==> src/core/pbh_defs.svh <==
// Constants for the primary bus hold interface
`ifndef PBH_DEFS_SVH
`define PBH_DEFS_SVH
`define PBH_DATA_W 32
`define PBH_ADDR_W 24
`define PBH_WAIT_W 3
`define PBH_CLK_NS 50
`define PBH_RESET_VECTOR 24'h00_0000
`define PBH_ZERO_ADDR 24'h00_0000
`define PBH_ZERO_DATA 32'h0000_0000
`define PBH_ZERO_WAIT 3'h0
`define PBH_ONE_WAIT 3'h1
`define PBH_SYNC_IDLE 3'h7
`endif

==> src/core/pbh_pkg.sv <==
// Types for the primary bus hold interface
package pbh_pkg;
    typedef enum logic [2:0] {
        PBH_RESET = 3'h0,
        PBH_IDLE = 3'h1,
        PBH_ACCESS = 3'h2,
        PBH_WAIT_RDY = 3'h3,
        PBH_HELD = 3'h4
    } pbh_state_type;
endpackage

==> src/core/pbh_bus.sv <==
// Primary bus interface with hold handshake, reset start and shutdown
`timescale 1ns/1ns
`include "pbh_defs.svh"
// Notes on behaviour
// Data bus is 32 bits, address bus 24 bits, every access.
// Read/write line high for reads, low for writes.
// Access does not finish until the ready input signals completion.
// Wait states come from a programmed count and from ready.
// Low hold request: finish current transfer, then float bus lines.
// While held, no new transfers until request high or ignore bit set.
// Acknowledge goes low in answer to a low hold request.
// Acknowledge high when request high or ignore bit set.
// Held in reset while reset low; starts fetching at reset vector.
// Shutdown floats every output and stops operation.
// Outside party must reset with shutdown inactive after shutdown.
// Service marker pulses only for the acknowledge instruction.
// Two bus clocks at half input clock; floated during shutdown.
// In reset, address, data, read/write float; strobe driven high.
// Hold request and ready sampled on the clock; strobe held until ready.
module pbh_bus (
    input wire logic clk,
    input wire logic nrst,
    input wire logic pin_float_shutdown_n,
    input wire logic hold_request_n,
    input wire logic ready_n,
    input wire logic ignore_bus_request_bit,
    input wire logic [`PBH_WAIT_W-1:0] wait_count,
    input wire logic core_req,
    input wire logic core_write,
    input wire logic [`PBH_ADDR_W-1:0] core_addr,
    input wire logic [`PBH_DATA_W-1:0] core_wdata,
    input wire logic core_ack_instr,
    output logic core_done,
    output logic [`PBH_DATA_W-1:0] core_rdata,
    output logic fetch_start,
    output logic [`PBH_ADDR_W-1:0] fetch_addr,
    output logic [`PBH_ADDR_W-1:0] address_bus_out,
    output logic address_bus_oe,
    input wire logic [`PBH_DATA_W-1:0] data_bus_in,
    output logic [`PBH_DATA_W-1:0] data_bus_out,
    output logic data_bus_oe,
    output logic access_strobe_n,
    output logic access_strobe_oe,
    output logic read_write,
    output logic read_write_oe,
    output logic bus_release_ack_n,
    output logic bus_release_ack_oe,
    output logic service_marker_out_n,
    output logic service_marker_oe,
    output logic bus_clock_out_a,
    output logic bus_clock_out_a_oe,
    output logic bus_clock_out_b,
    output logic bus_clock_out_b_oe
);
    import pbh_pkg::*;

    pbh_state_type state;
    pbh_state_type next_state;
    logic [2:0] shz_sync;
    logic [2:0] hold_sync;
    logic [2:0] rdy_sync;
    logic shz_n;
    logic hold_n;
    logic rdy_n;
    logic [`PBH_WAIT_W-1:0] wait_left;
    logic [`PBH_ADDR_W-1:0] addr_q;
    logic [`PBH_DATA_W-1:0] wdata_q;
    logic write_q;
    logic clk_div;
    logic marker;
    logic started;

    // Synchronisers: change taken once stages two and three agree
    always_ff @(posedge clk or negedge nrst) begin
        if (!nrst) begin
            shz_sync <= `PBH_SYNC_IDLE;
            hold_sync <= `PBH_SYNC_IDLE;
            rdy_sync <= `PBH_SYNC_IDLE;
            shz_n <= 1'b1;
            hold_n <= 1'b1;
            rdy_n <= 1'b1;
        end else begin
            shz_sync <= {shz_sync[1:0], pin_float_shutdown_n};
            hold_sync <= {hold_sync[1:0], hold_request_n};
            rdy_sync <= {rdy_sync[1:0], ready_n};
            if (shz_sync[1] == shz_sync[2]) shz_n <= shz_sync[2];
            if (hold_sync[1] == hold_sync[2]) hold_n <= hold_sync[2];
            if (rdy_sync[1] == rdy_sync[2]) rdy_n <= rdy_sync[2];
        end
    end

    wire shut = !shz_n;
    wire hold_wanted = !hold_n && !ignore_bus_request_bit;
    wire wait_done = (wait_left == `PBH_ZERO_WAIT);
    wire access_end = (state == PBH_WAIT_RDY) && !rdy_n;
    wire in_access = (state == PBH_ACCESS) || (state == PBH_WAIT_RDY);
    wire drive_bus = !shut && (state != PBH_RESET) && (state != PBH_HELD);

    always_comb begin
        next_state = state;
        case (state)
            PBH_RESET: next_state = PBH_IDLE;
            PBH_IDLE: begin
                if (hold_wanted) next_state = PBH_HELD;
                else if (core_req) next_state = PBH_ACCESS;
            end
            PBH_ACCESS: if (wait_done) next_state = PBH_WAIT_RDY;
            PBH_WAIT_RDY: if (!rdy_n) next_state = PBH_IDLE;
            PBH_HELD: if (!hold_wanted) next_state = PBH_IDLE;
            default: next_state = PBH_IDLE;
        endcase
        if (shut) next_state = PBH_RESET;
    end

    always_ff @(posedge clk or negedge nrst) begin
        if (!nrst) state <= PBH_RESET;
        else state <= next_state;
    end

    always_ff @(posedge clk or negedge nrst) begin
        if (!nrst) begin
            wait_left <= `PBH_ZERO_WAIT;
            addr_q <= `PBH_ZERO_ADDR;
            wdata_q <= `PBH_ZERO_DATA;
            write_q <= 1'b0;
        end else if (state == PBH_IDLE && next_state == PBH_ACCESS) begin
            wait_left <= wait_count;
            addr_q <= core_addr;
            wdata_q <= core_wdata;
            write_q <= core_write;
        end else if (state == PBH_ACCESS && !wait_done) begin
            wait_left <= wait_left - `PBH_ONE_WAIT;
        end
    end

    always_ff @(posedge clk or negedge nrst) begin
        if (!nrst) begin
            core_done <= 1'b0;
            core_rdata <= `PBH_ZERO_DATA;
            clk_div <= 1'b0;
            marker <= 1'b0;
            started <= 1'b0;
            fetch_start <= 1'b0;
        end else begin
            core_done <= access_end && !shut;
            if (access_end && !write_q) core_rdata <= data_bus_in;
            clk_div <= !clk_div;
            marker <= core_ack_instr && !shut;
            fetch_start <= (state == PBH_RESET) && !started && !shut;
            if (state == PBH_RESET && !shut) started <= 1'b1;
        end
    end

    assign fetch_addr = `PBH_RESET_VECTOR;
    assign address_bus_out = addr_q;
    assign address_bus_oe = drive_bus;
    assign data_bus_out = wdata_q;
    assign data_bus_oe = drive_bus && in_access && write_q;
    assign access_strobe_n = !in_access;
    assign access_strobe_oe = !shut && (state != PBH_HELD);
    assign read_write = !write_q || !in_access;
    assign read_write_oe = drive_bus;
    assign bus_release_ack_n = (state != PBH_HELD);
    assign bus_release_ack_oe = !shut;
    assign service_marker_out_n = !marker;
    assign service_marker_oe = !shut;
    assign bus_clock_out_a = clk_div;
    assign bus_clock_out_b = !clk_div;
    assign bus_clock_out_a_oe = !shut;
    assign bus_clock_out_b_oe = !shut;

    property p_held_floats;
        @(posedge clk) disable iff (!nrst)
        !bus_release_ack_n |-> !address_bus_oe && !data_bus_oe
            && !access_strobe_oe && !read_write_oe;
    endproperty
    a_held_floats: assert property (p_held_floats)
        else $error("bus driven while acknowledged");

    property p_no_drop_access;
        @(posedge clk) disable iff (!nrst)
        in_access && !shut |=> in_access || core_done || shut;
    endproperty
    a_no_drop_access: assert property (p_no_drop_access)
        else $error("access abandoned before completion");

    property p_strobe_until_ready;
        @(posedge clk) disable iff (!nrst)
        state == PBH_WAIT_RDY && rdy_n && !shut |=> !access_strobe_n;
    endproperty
    a_strobe_until_ready: assert property (p_strobe_until_ready)
        else $error("strobe dropped before ready");

    property p_done_needs_ready;
        @(posedge clk) disable iff (!nrst)
        core_done |-> $past(!rdy_n) && $past(state == PBH_WAIT_RDY);
    endproperty
    a_done_needs_ready: assert property (p_done_needs_ready)
        else $error("access done without ready");

    property p_rw_level;
        @(posedge clk) disable iff (!nrst)
        in_access |-> read_write == !write_q;
    endproperty
    a_rw_level: assert property (p_rw_level)
        else $error("read/write level wrong");

    property p_wait_states;
        @(posedge clk) disable iff (!nrst)
        state == PBH_IDLE && next_state == PBH_ACCESS
            && wait_count == 3'h2 ##1 !shut [*2]
            |-> state == PBH_ACCESS;
    endproperty
    a_wait_states: assert property (p_wait_states)
        else $error("programmed wait states skipped");

    property p_ack_release;
        @(posedge clk) disable iff (!nrst)
        state == PBH_HELD && (hold_n || ignore_bus_request_bit) && !shut
            |=> bus_release_ack_n;
    endproperty
    a_ack_release: assert property (p_ack_release)
        else $error("acknowledge not released");

    property p_no_new_when_held;
        @(posedge clk) disable iff (!nrst)
        state == PBH_HELD |=> state != PBH_ACCESS;
    endproperty
    a_no_new_when_held: assert property (p_no_new_when_held)
        else $error("transfer started while held");

    property p_ack_grant;
        @(posedge clk) disable iff (!nrst)
        state == PBH_IDLE && hold_wanted && !shut |=> !bus_release_ack_n;
    endproperty
    a_ack_grant: assert property (p_ack_grant)
        else $error("acknowledge not granted");

    property p_shut_float;
        @(posedge clk) disable iff (!nrst)
        shut |-> !bus_clock_out_a_oe && !service_marker_oe
            && !access_strobe_oe && !bus_release_ack_oe;
    endproperty
    a_shut_float: assert property (p_shut_float)
        else $error("pin driven during shutdown");

    property p_clock_toggle;
        @(posedge clk) disable iff (!nrst)
        1'b1 |=> bus_clock_out_a != $past(bus_clock_out_a);
    endproperty
    a_clock_toggle: assert property (p_clock_toggle)
        else $error("bus clock not toggling");

    property p_reset_strobe;
        @(posedge clk) disable iff (!nrst)
        state == PBH_RESET && !shut |-> access_strobe_oe && access_strobe_n
            && !address_bus_oe && !data_bus_oe && !read_write_oe;
    endproperty
    a_reset_strobe: assert property (p_reset_strobe)
        else $error("reset pin levels wrong");

    property p_fetch_pulse;
        @(posedge clk) disable iff (!nrst)
        fetch_start |-> $past(state == PBH_RESET) ##1 !fetch_start;
    endproperty
    a_fetch_pulse: assert property (p_fetch_pulse)
        else $error("fetch start not a single pulse");

    property p_marker_pulse;
        @(posedge clk) disable iff (!nrst)
        !service_marker_out_n |-> $past(core_ack_instr);
    endproperty
    a_marker_pulse: assert property (p_marker_pulse)
        else $error("marker without acknowledge instruction");

    property p_addr_stable;
        @(posedge clk) disable iff (!nrst)
        in_access ##1 in_access
            |-> $stable(address_bus_out) && $stable(read_write);
    endproperty
    a_addr_stable: assert property (p_addr_stable)
        else $error("address changed inside access");

    property p_shut_idle;
        @(posedge clk) disable iff (!nrst)
        shut |=> !in_access && bus_release_ack_n;
    endproperty
    a_shut_idle: assert property (p_shut_idle)
        else $error("bus activity during shutdown");

    property p_ready_ends;
        @(posedge clk) disable iff (!nrst)
        state == PBH_WAIT_RDY && !rdy_n && !shut |=> core_done
            && access_strobe_n;
    endproperty
    a_ready_ends: assert property (p_ready_ends)
        else $error("access not ended on ready");

    c_read: cover property (@(posedge clk) disable iff (!nrst)
        core_done && !write_q);
    c_write: cover property (@(posedge clk) disable iff (!nrst)
        core_done && write_q);
    c_hold: cover property (@(posedge clk) disable iff (!nrst)
        !bus_release_ack_n ##1 bus_release_ack_n);
    c_shut: cover property (@(posedge clk) disable iff (!nrst) shut);
    c_wait_state: cover property (@(posedge clk) disable iff (!nrst)
        state == PBH_ACCESS ##1 state == PBH_ACCESS);
endmodule // pbh_bus

==> config.mk <==
export PLATFORM = sky130hd
export DESIGN_NAME = pbh_bus
export DESIGN_NICKNAME = d
export VERILOG_FILES = /design/src/core/pbh_pkg.sv /design/src/core/pbh_bus.sv
export VERILOG_INCLUDE_DIRS = /design/src /design/src/core
export SDC_FILE = /design/constraint.sdc
export NUM_CORES = 1
export LEC_CHECK = 0
export BUFFER_PORTS_ARGS = -buffer_cell sky130_fd_sc_hd__buf_2
export CORE_MARGIN = 2
export CORE_UTILIZATION = 32
export CTS_CLUSTER_DIAMETER = 80
export CTS_CLUSTER_SIZE = 25
export DETAILED_ROUTE_END_ITERATION = 7
export GPL_TIMING_DRIVEN = 0
export PLACE_DENSITY = 0.65
export SLEW_MARGIN = 40
export SYNTH_ARGS = -nofsm -noshare
export SYNTH_HDL_FRONTEND = slang
export SYNTH_SLANG_ARGS = --single-unit
==> constraint.sdc <==
create_clock -name clk -period 2.3 [get_ports clk]
set_input_delay 0.115 -clock clk [delete_from_list [all_inputs] [get_ports clk]]
set_output_delay 0.115 -clock clk [all_outputs]
set_load 0.01 [all_outputs]
==> flow_metrics.env, run 1 <==
export IMPL_gp_congestion=0.731
export IMPL_path_clk_slew_ps=70
export IMPL_synth_top_cells_by_count="dfrtp_1, mux2_2, buf_4"
export IMPL_r2r_cells=5
export IMPL_wl_per_cell_um=13.6
export IMPL_synth_top_cell_by_area="dfrtp_1"
export IMPL_layout_nets=730
export IMPL_slew_headroom_pct=57.5
export IMPL_dpl_worst_slack_ps=153
export IMPL_drive_gt1_share_pct=54.8
export IMPL_synth_top_family_by_area="multiplexers"
export IMPL_timing_final_ws_setup_ps=192
export IMPL_synth_edf_count=0
export IMPL_clockPowerShare_pct=22.6
export IMPL_period_share_pct=91.6
export IMPL_tightest_slew_ps=636
export IMPL_grt_pass1_vias=3426
export IMPL_hold_path_cell_count=3
export IMPL_hp_class="in -> reg"
export IMPL_synthAdderAreaFrac_pct=1.22
export IMPL_syn_area_per_cell_sq_um=15.1
export IMPL_setup_viol=0
export IMPL_synth_distinct_cells=37
export IMPL_synth_area_leaders="dfrtp_1, mux2_2, dfstp_2, buf_4, mux2_1"
export IMPL_dieArea_sq_um=15100
export IMPL_rows=43
export IMPL_crit_type="reg -> reg"
export IMPL_fp_dieW_um=123
export IMPL_pwr_share_seq_pct=43.8
export IMPL_cts_resized=0
export IMPL_critPathMaxFanout=11
export IMPL_r2r_setup_slack_ps=190
export IMPL_yosysMostFrequentCell="dfrtp_1"
export IMPL_via_per_inst=4.25
export IMPL_ir_worst_vdd_v=0.000563
export IMPL_fillers=1166
export IMPL_drcViolationCount=0
export IMPL_cp_data_arrival_time_ps=2330
export IMPL_synth_simple_area_share_pct=4.10
export IMPL_rsz0062_at_grt="false"
export IMPL_dp_cells=705
export IMPL_drv_slew=0
export IMPL_power_density_nw_per_um2=995
export IMPL_required_ps=2520
export IMPL_root_buffer="clkbuf_16"
export IMPL_cts_max_level=3
export IMPL_p_int_mw=4.89
export IMPL_antenna_found_initial=0
export IMPL_synth_top_area_share_pct=55.4
export IMPL_critPathCaptureType="flop"
export IMPL_finalPower_mw=7.07
export IMPL_place_hpwl_mm=7.24
export IMPL_first_iter_violations=76
export IMPL_dr_pass1_iters=4
export IMPL_area_delta_synth_final_pct=57.4
export IMPL_hold_viol=0
export IMPL_synth_xor_area_share_pct=0.194
export IMPL_grt_max_degree=60
export IMPL_clock_sinks=112
export IMPL_syn_area_sq_um=4510
export IMPL_worst_hold_slack_ps=8.74
export IMPL_cts_tree="done"
export IMPL_cts_max_path_buffers=2
export IMPL_clkLatencyLatePin_ps=350
export IMPL_crit_path_start_kind="flop"
export IMPL_grt_first_pass_wirelength_mm=16.7
export IMPL_die_h_um=123
export IMPL_syn_inst=298
export IMPL_final_min_clock_period_ps=2110
export IMPL_io_buffers=203
export IMPL_drt_total_wl_mm=11.0
export IMPL_yosysSeqAreaShare_pct=62.4
export IMPL_placed_area_sq_um=5880
export IMPL_fmax_mhz=474
export IMPL_switching_share_pct=30.8
export IMPL_vias=3458
export IMPL_fin_area_sq_um=7110
export IMPL_async_reset_ff_share_pct=100
export IMPL_initial_core_util_pct=32.6
export IMPL_p_sw_mw=2.18
export IMPL_synth_seq_cells=112
export IMPL_synthMuxAreaShare_pct=22.2
export IMPL_cts_made_buffers=9
export IMPL_drv_cap=0
export IMPL_clock_skew_ps=9.39
export IMPL_outcome="completed"
export IMPL_synth_compound_area_share_pct=2.33
export IMPL_io_pins=228
export IMPL_grt_overflow=0
export IMPL_synthFlopType="dfrtp_1"
export IMPL_ant_nets=0
export IMPL_stdcell_count=813
export IMPL_antennaDiodeCount=0
export IMPL_yosys_warnings=0
export IMPL_combPwrFrac_pct=33.6
export IMPL_p_leak_nw=3.58
export IMPL_core_area_sq_um=13800
export IMPL_grt_usage_pct=14.4
==> repair_timing <==
| action | CTS | global route |
|---|---|---|
| hold endpoints to repair | 134 | 2 |
| hold buffers | 90 | 2 |
| setup buffers | 0 | 0 |
==> placed cells by master, fill, tap and decap left out, types with 3 or more instances in the layout <==
cell	instances
buf_4	35
buf_2	203
clkbuf_16	9
mux2_1	19
dfstp_2	12
mux2_2	70
nand3_1	3
dfrtp_1	100
nor2_1	6
buf_6	4
a31oi_1	3
maj3_1	3
nor2b_1	4
nand2_1	3
nor3_1	3
dlygate4sd3_1	92
inv_1	5
conb_1	24
==> logic make-up (layout without fill, tap and decap cells) <==
family	after synthesis	in the layout
buffers and inverters	46	358
muxes	89	89
adders and majority gates	5	5
AOI/OAI and AO/OA	14	14
DFF	112	112
and+or+nand+nor	30	30
other	1	24
xor gates and xnor gates	1	1
==> through the flow <==
stage          util (%)  setup TNS, ps
2_1_floorplan         -              0
3_3_place_gp       42.2         -14450
3_5_place_dp       42.5              0
4_1_cts            51.2              0
5_1_grt            51.4              0
6_report           51.4              0
==> metal layers <==
layer	global-route usage [%]	part of all wire (%)	up-vias
li1	-	-	1643
met1	16.4	38	1653
met2	25.3	53	135
met3	3.35	6.4	27
met4	7.04	2.6	0
met5	0	0	-
==> power by group through the flow <==
stage	clock [mW]	sequential (mW)	combinational, mW
global route	1.74	3.21	2.57
CTS	1.66	3.10	2.39
floorplan	0	3.46	0.872
finish	1.60	3.10	2.37
detailed placement	0	3.12	2.27
global placement	0	3.08	2.21
==> path summary, 6_finish.rpt <==
path                                                 from                               to
min                                         wait_count[1]         wait_left[1]$_DFFE_PN0P_
max in group asynchronous                            nrst            shz_sync[2]$_DFF_PN1_
min in group asynchronous                            nrst  address_bus_out[20]$_DFFE_PN0P_
max                        bus_clock_out_a_oe$_DFFE_PN1N_  address_bus_out[17]$_DFFE_PN0P_
max reg2reg                bus_clock_out_a_oe$_DFFE_PN1N_  address_bus_out[17]$_DFFE_PN0P_
min reg2reg                        hold_sync[0]$_DFF_PN1_           hold_sync[1]$_DFF_PN1_
==> sequential cells by signal, indices dropped and copies added, names as in the netlist <==
name	count
core_rdata	32
data_bus_out	32
address_bus_out	24
hold_sync	3
rdy_sync	3
shz_sync	3
state	3
wait_left	3
bus_clock_out_a	1
bus_clock_out_a_oe	1
core_done	1
fetch_start	1
hold_n	1
marker	1
rdy_n	1
started	1
write_q	1
==> cell type report <==
cell class                 count  area [sq um]  area share, %
buffer                        40           313           4.40
clock buffer                  10           239           3.36
clock inverter                 6          67.6          0.951
inverter                       6          22.5          0.317
multi-input combinational    163          1450           20.4
sequential                   112          2820           39.7
tap                          180           225           3.17
timing repair buffer         296          1970           27.8
==> worst max-delay path, cell delays in order (launching register included) <==
cell and delay [ps]:
dfstp_2 660, or3b_4 450, nor2_4 170, buf_6 180
buf_6 160, mux2_1 340
(Power assumes the default switching activity.)
==> run 2, diff against run 1 <==
--- a/config.mk
+++ b/config.mk
@@ -13,7 +13,6 @@
 export CTS_CLUSTER_SIZE = 25
 export DETAILED_ROUTE_END_ITERATION = 7
 export GPL_TIMING_DRIVEN = 0
-export PLACE_DENSITY = 0.65
 export SLEW_MARGIN = 40
 export SYNTH_ARGS = -nofsm -noshare
 export SYNTH_HDL_FRONTEND = slang
==> flow_metrics.env, run 2 (synthesis gave the netlist of run 1 again) <==
export IMPL_final_min_clock_period_ps=2090
export IMPL_rows=43
export IMPL_via_per_inst=4.28
export IMPL_gp_congestion=0.719
export IMPL_path_clk_slew_ps=70
export IMPL_core_area_sq_um=13800
export IMPL_die_h_um=123
export IMPL_final_cell_mix="buf_2, dfrtp_1, dlygate4sd3_1"
export IMPL_dieArea_sq_um=15100
export IMPL_period_share_pct=90.9
export IMPL_root_buffer="clkbuf_16"
export IMPL_rsz0062_at_grt="false"
export IMPL_area_delta_synth_final_pct=56.3
export IMPL_fp_dieW_um=123
export IMPL_ir_worst_vdd_v=0.000524
export IMPL_drv_slew=0
export IMPL_vias=3464
export IMPL_grt_pass1_vias=3602
export IMPL_clock_sinks=112
export IMPL_clock_skew_ps=4.93
export IMPL_grt_usage_pct=14.3
export IMPL_fmax_mhz=478
export IMPL_critPathMaxFanout=11
export IMPL_antennaDiodeCount=0
export IMPL_initial_core_util_pct=32.6
export IMPL_cts_setup_buffers=0
export IMPL_drt_total_wl_mm=10.9
export IMPL_grt_max_degree=75
export IMPL_hold_buffers=89
export IMPL_place_hpwl_mm=7.36
export IMPL_setup_viol=0
export IMPL_ant_nets=0
export IMPL_cts_max_path_buffers=2
export IMPL_hp_class="in -> reg"
export IMPL_p_leak_nw=3.55
export IMPL_required_ps=2520
export IMPL_first_iter_violations=77
export IMPL_drcViolationCount=0
export IMPL_slew_headroom_pct=60.2
export IMPL_cts_resized=0
export IMPL_worst_hold_slack_ps=14.2
export IMPL_outcome="completed"
export IMPL_clkLatencyLatePin_ps=340
export IMPL_tightest_slew_ps=595
export IMPL_cts_max_level=3
export IMPL_grt_first_pass_wirelength_mm=16.8
export IMPL_finalPower_mw=6.96
export IMPL_stdcell_count=810
export IMPL_dr_pass1_iters=4
export IMPL_io_pins=228
export IMPL_drv_cap=0
export IMPL_grt_overflow=0
export IMPL_power_density_nw_per_um2=987
export IMPL_multi_input_area_sq_um=1450
export IMPL_crit_type="reg -> reg"
export IMPL_dp_cells=705
export IMPL_fillers=1190
export IMPL_cts_made_buffers=9
export IMPL_cp_data_arrival_time_ps=2310
export IMPL_drive_gt1_share_pct=54.9
export IMPL_register_area_sq_um=2820
export IMPL_layout_commonest_cell="buf_2"
export IMPL_io_buffers=203
export IMPL_wl_per_cell_um=13.5
export IMPL_layout_nets=727
export IMPL_critPathCaptureType="flop"
export IMPL_antenna_found_initial=0
export IMPL_cts_tree="done"
export IMPL_hold_viol=0
export IMPL_crit_path_start_kind="flop"
==> run 2: cell count changes in the layout (fill, tap and decap cells not counted) <==
cell / change
bufinv_16: -1
clkbuf_1: +1
clkbuf_8: +1
clkinv_2: -1
clkinvlp_4: +1
dlygate4sd3_1: -3
inv_8: -1
==> run 2: metrics by stage <==
stage	cell area, sq um	util [%]	setup WS, ps	TNS [ps]
global route	7050	51.0	64.2	0
detailed placement	5880	42.5	151	0
CTS	7050	51.0	135	0
finish	7050	51.0	210	0
global placement	5840	42.2	-177	-16670
floorplan	4600	-	425	0
==> run 2: cell type report <==
cell class	instances	area share [%]
Buffer	40	4.43
Sequential cell	112	39.9
Tap cell	180	3.19
Clock inverter	4	0.408
Multi-Input combinational cell	163	20.5
Inverter	6	0.319
Timing Repair Buffer	293	27.6
Clock buffer	12	3.64
==> run 2: routing by layer <==
metal | up-vias | wire length (um) | track usage (%)
li1 | 1630 | - | -
met3 | 11 | 663 | 3.35
met1 | 1695 | 4320 | 16.1
met4 | 0 | 182 | 5.75
met2 | 128 | 5750 | 25.8
met5 | - | 0 | 0
==> run 2: worst max-delay path: stages (launching register included) <==
cell     delay [ps]
dfstp_2         670
or3b_4          450
nor2_4          170
buf_6           180
buf_6           160
mux2_1          330
==> run 2: path summary, 6_finish.rpt <==
path	start	to	slack, ps	depth (start not counted)
worst max-delay path	bus_clock_out_a_oe$_DFFE_PN1N_	data_bus_out[5]$_DFFE_PN0P_	210	5
worst min-delay path	core_wdata[23]	data_bus_out[23]$_DFFE_PN0P_	10	2
worst max register to register	bus_clock_out_a_oe$_DFFE_PN1N_	data_bus_out[5]$_DFFE_PN0P_	210	5
worst min register to register	shz_sync[0]$_DFF_PN1_	shz_sync[1]$_DFF_PN1_	360	0
max in group asynchronous	nrst	shz_sync[0]$_DFF_PN1_	1370	3
min in group asynchronous	nrst	core_rdata[9]$_DFFE_PN0P_	240	2
==> run 2: where the power goes <==
part           switching (mW)  internal (mW)  leakage [nW]  total, mW
clock                   0.703          0.796         0.135       1.50
combinational            1.08           1.27          2.06       2.36
sequential              0.371           2.73          1.36       3.10
total                    2.16           4.80          3.55       6.96
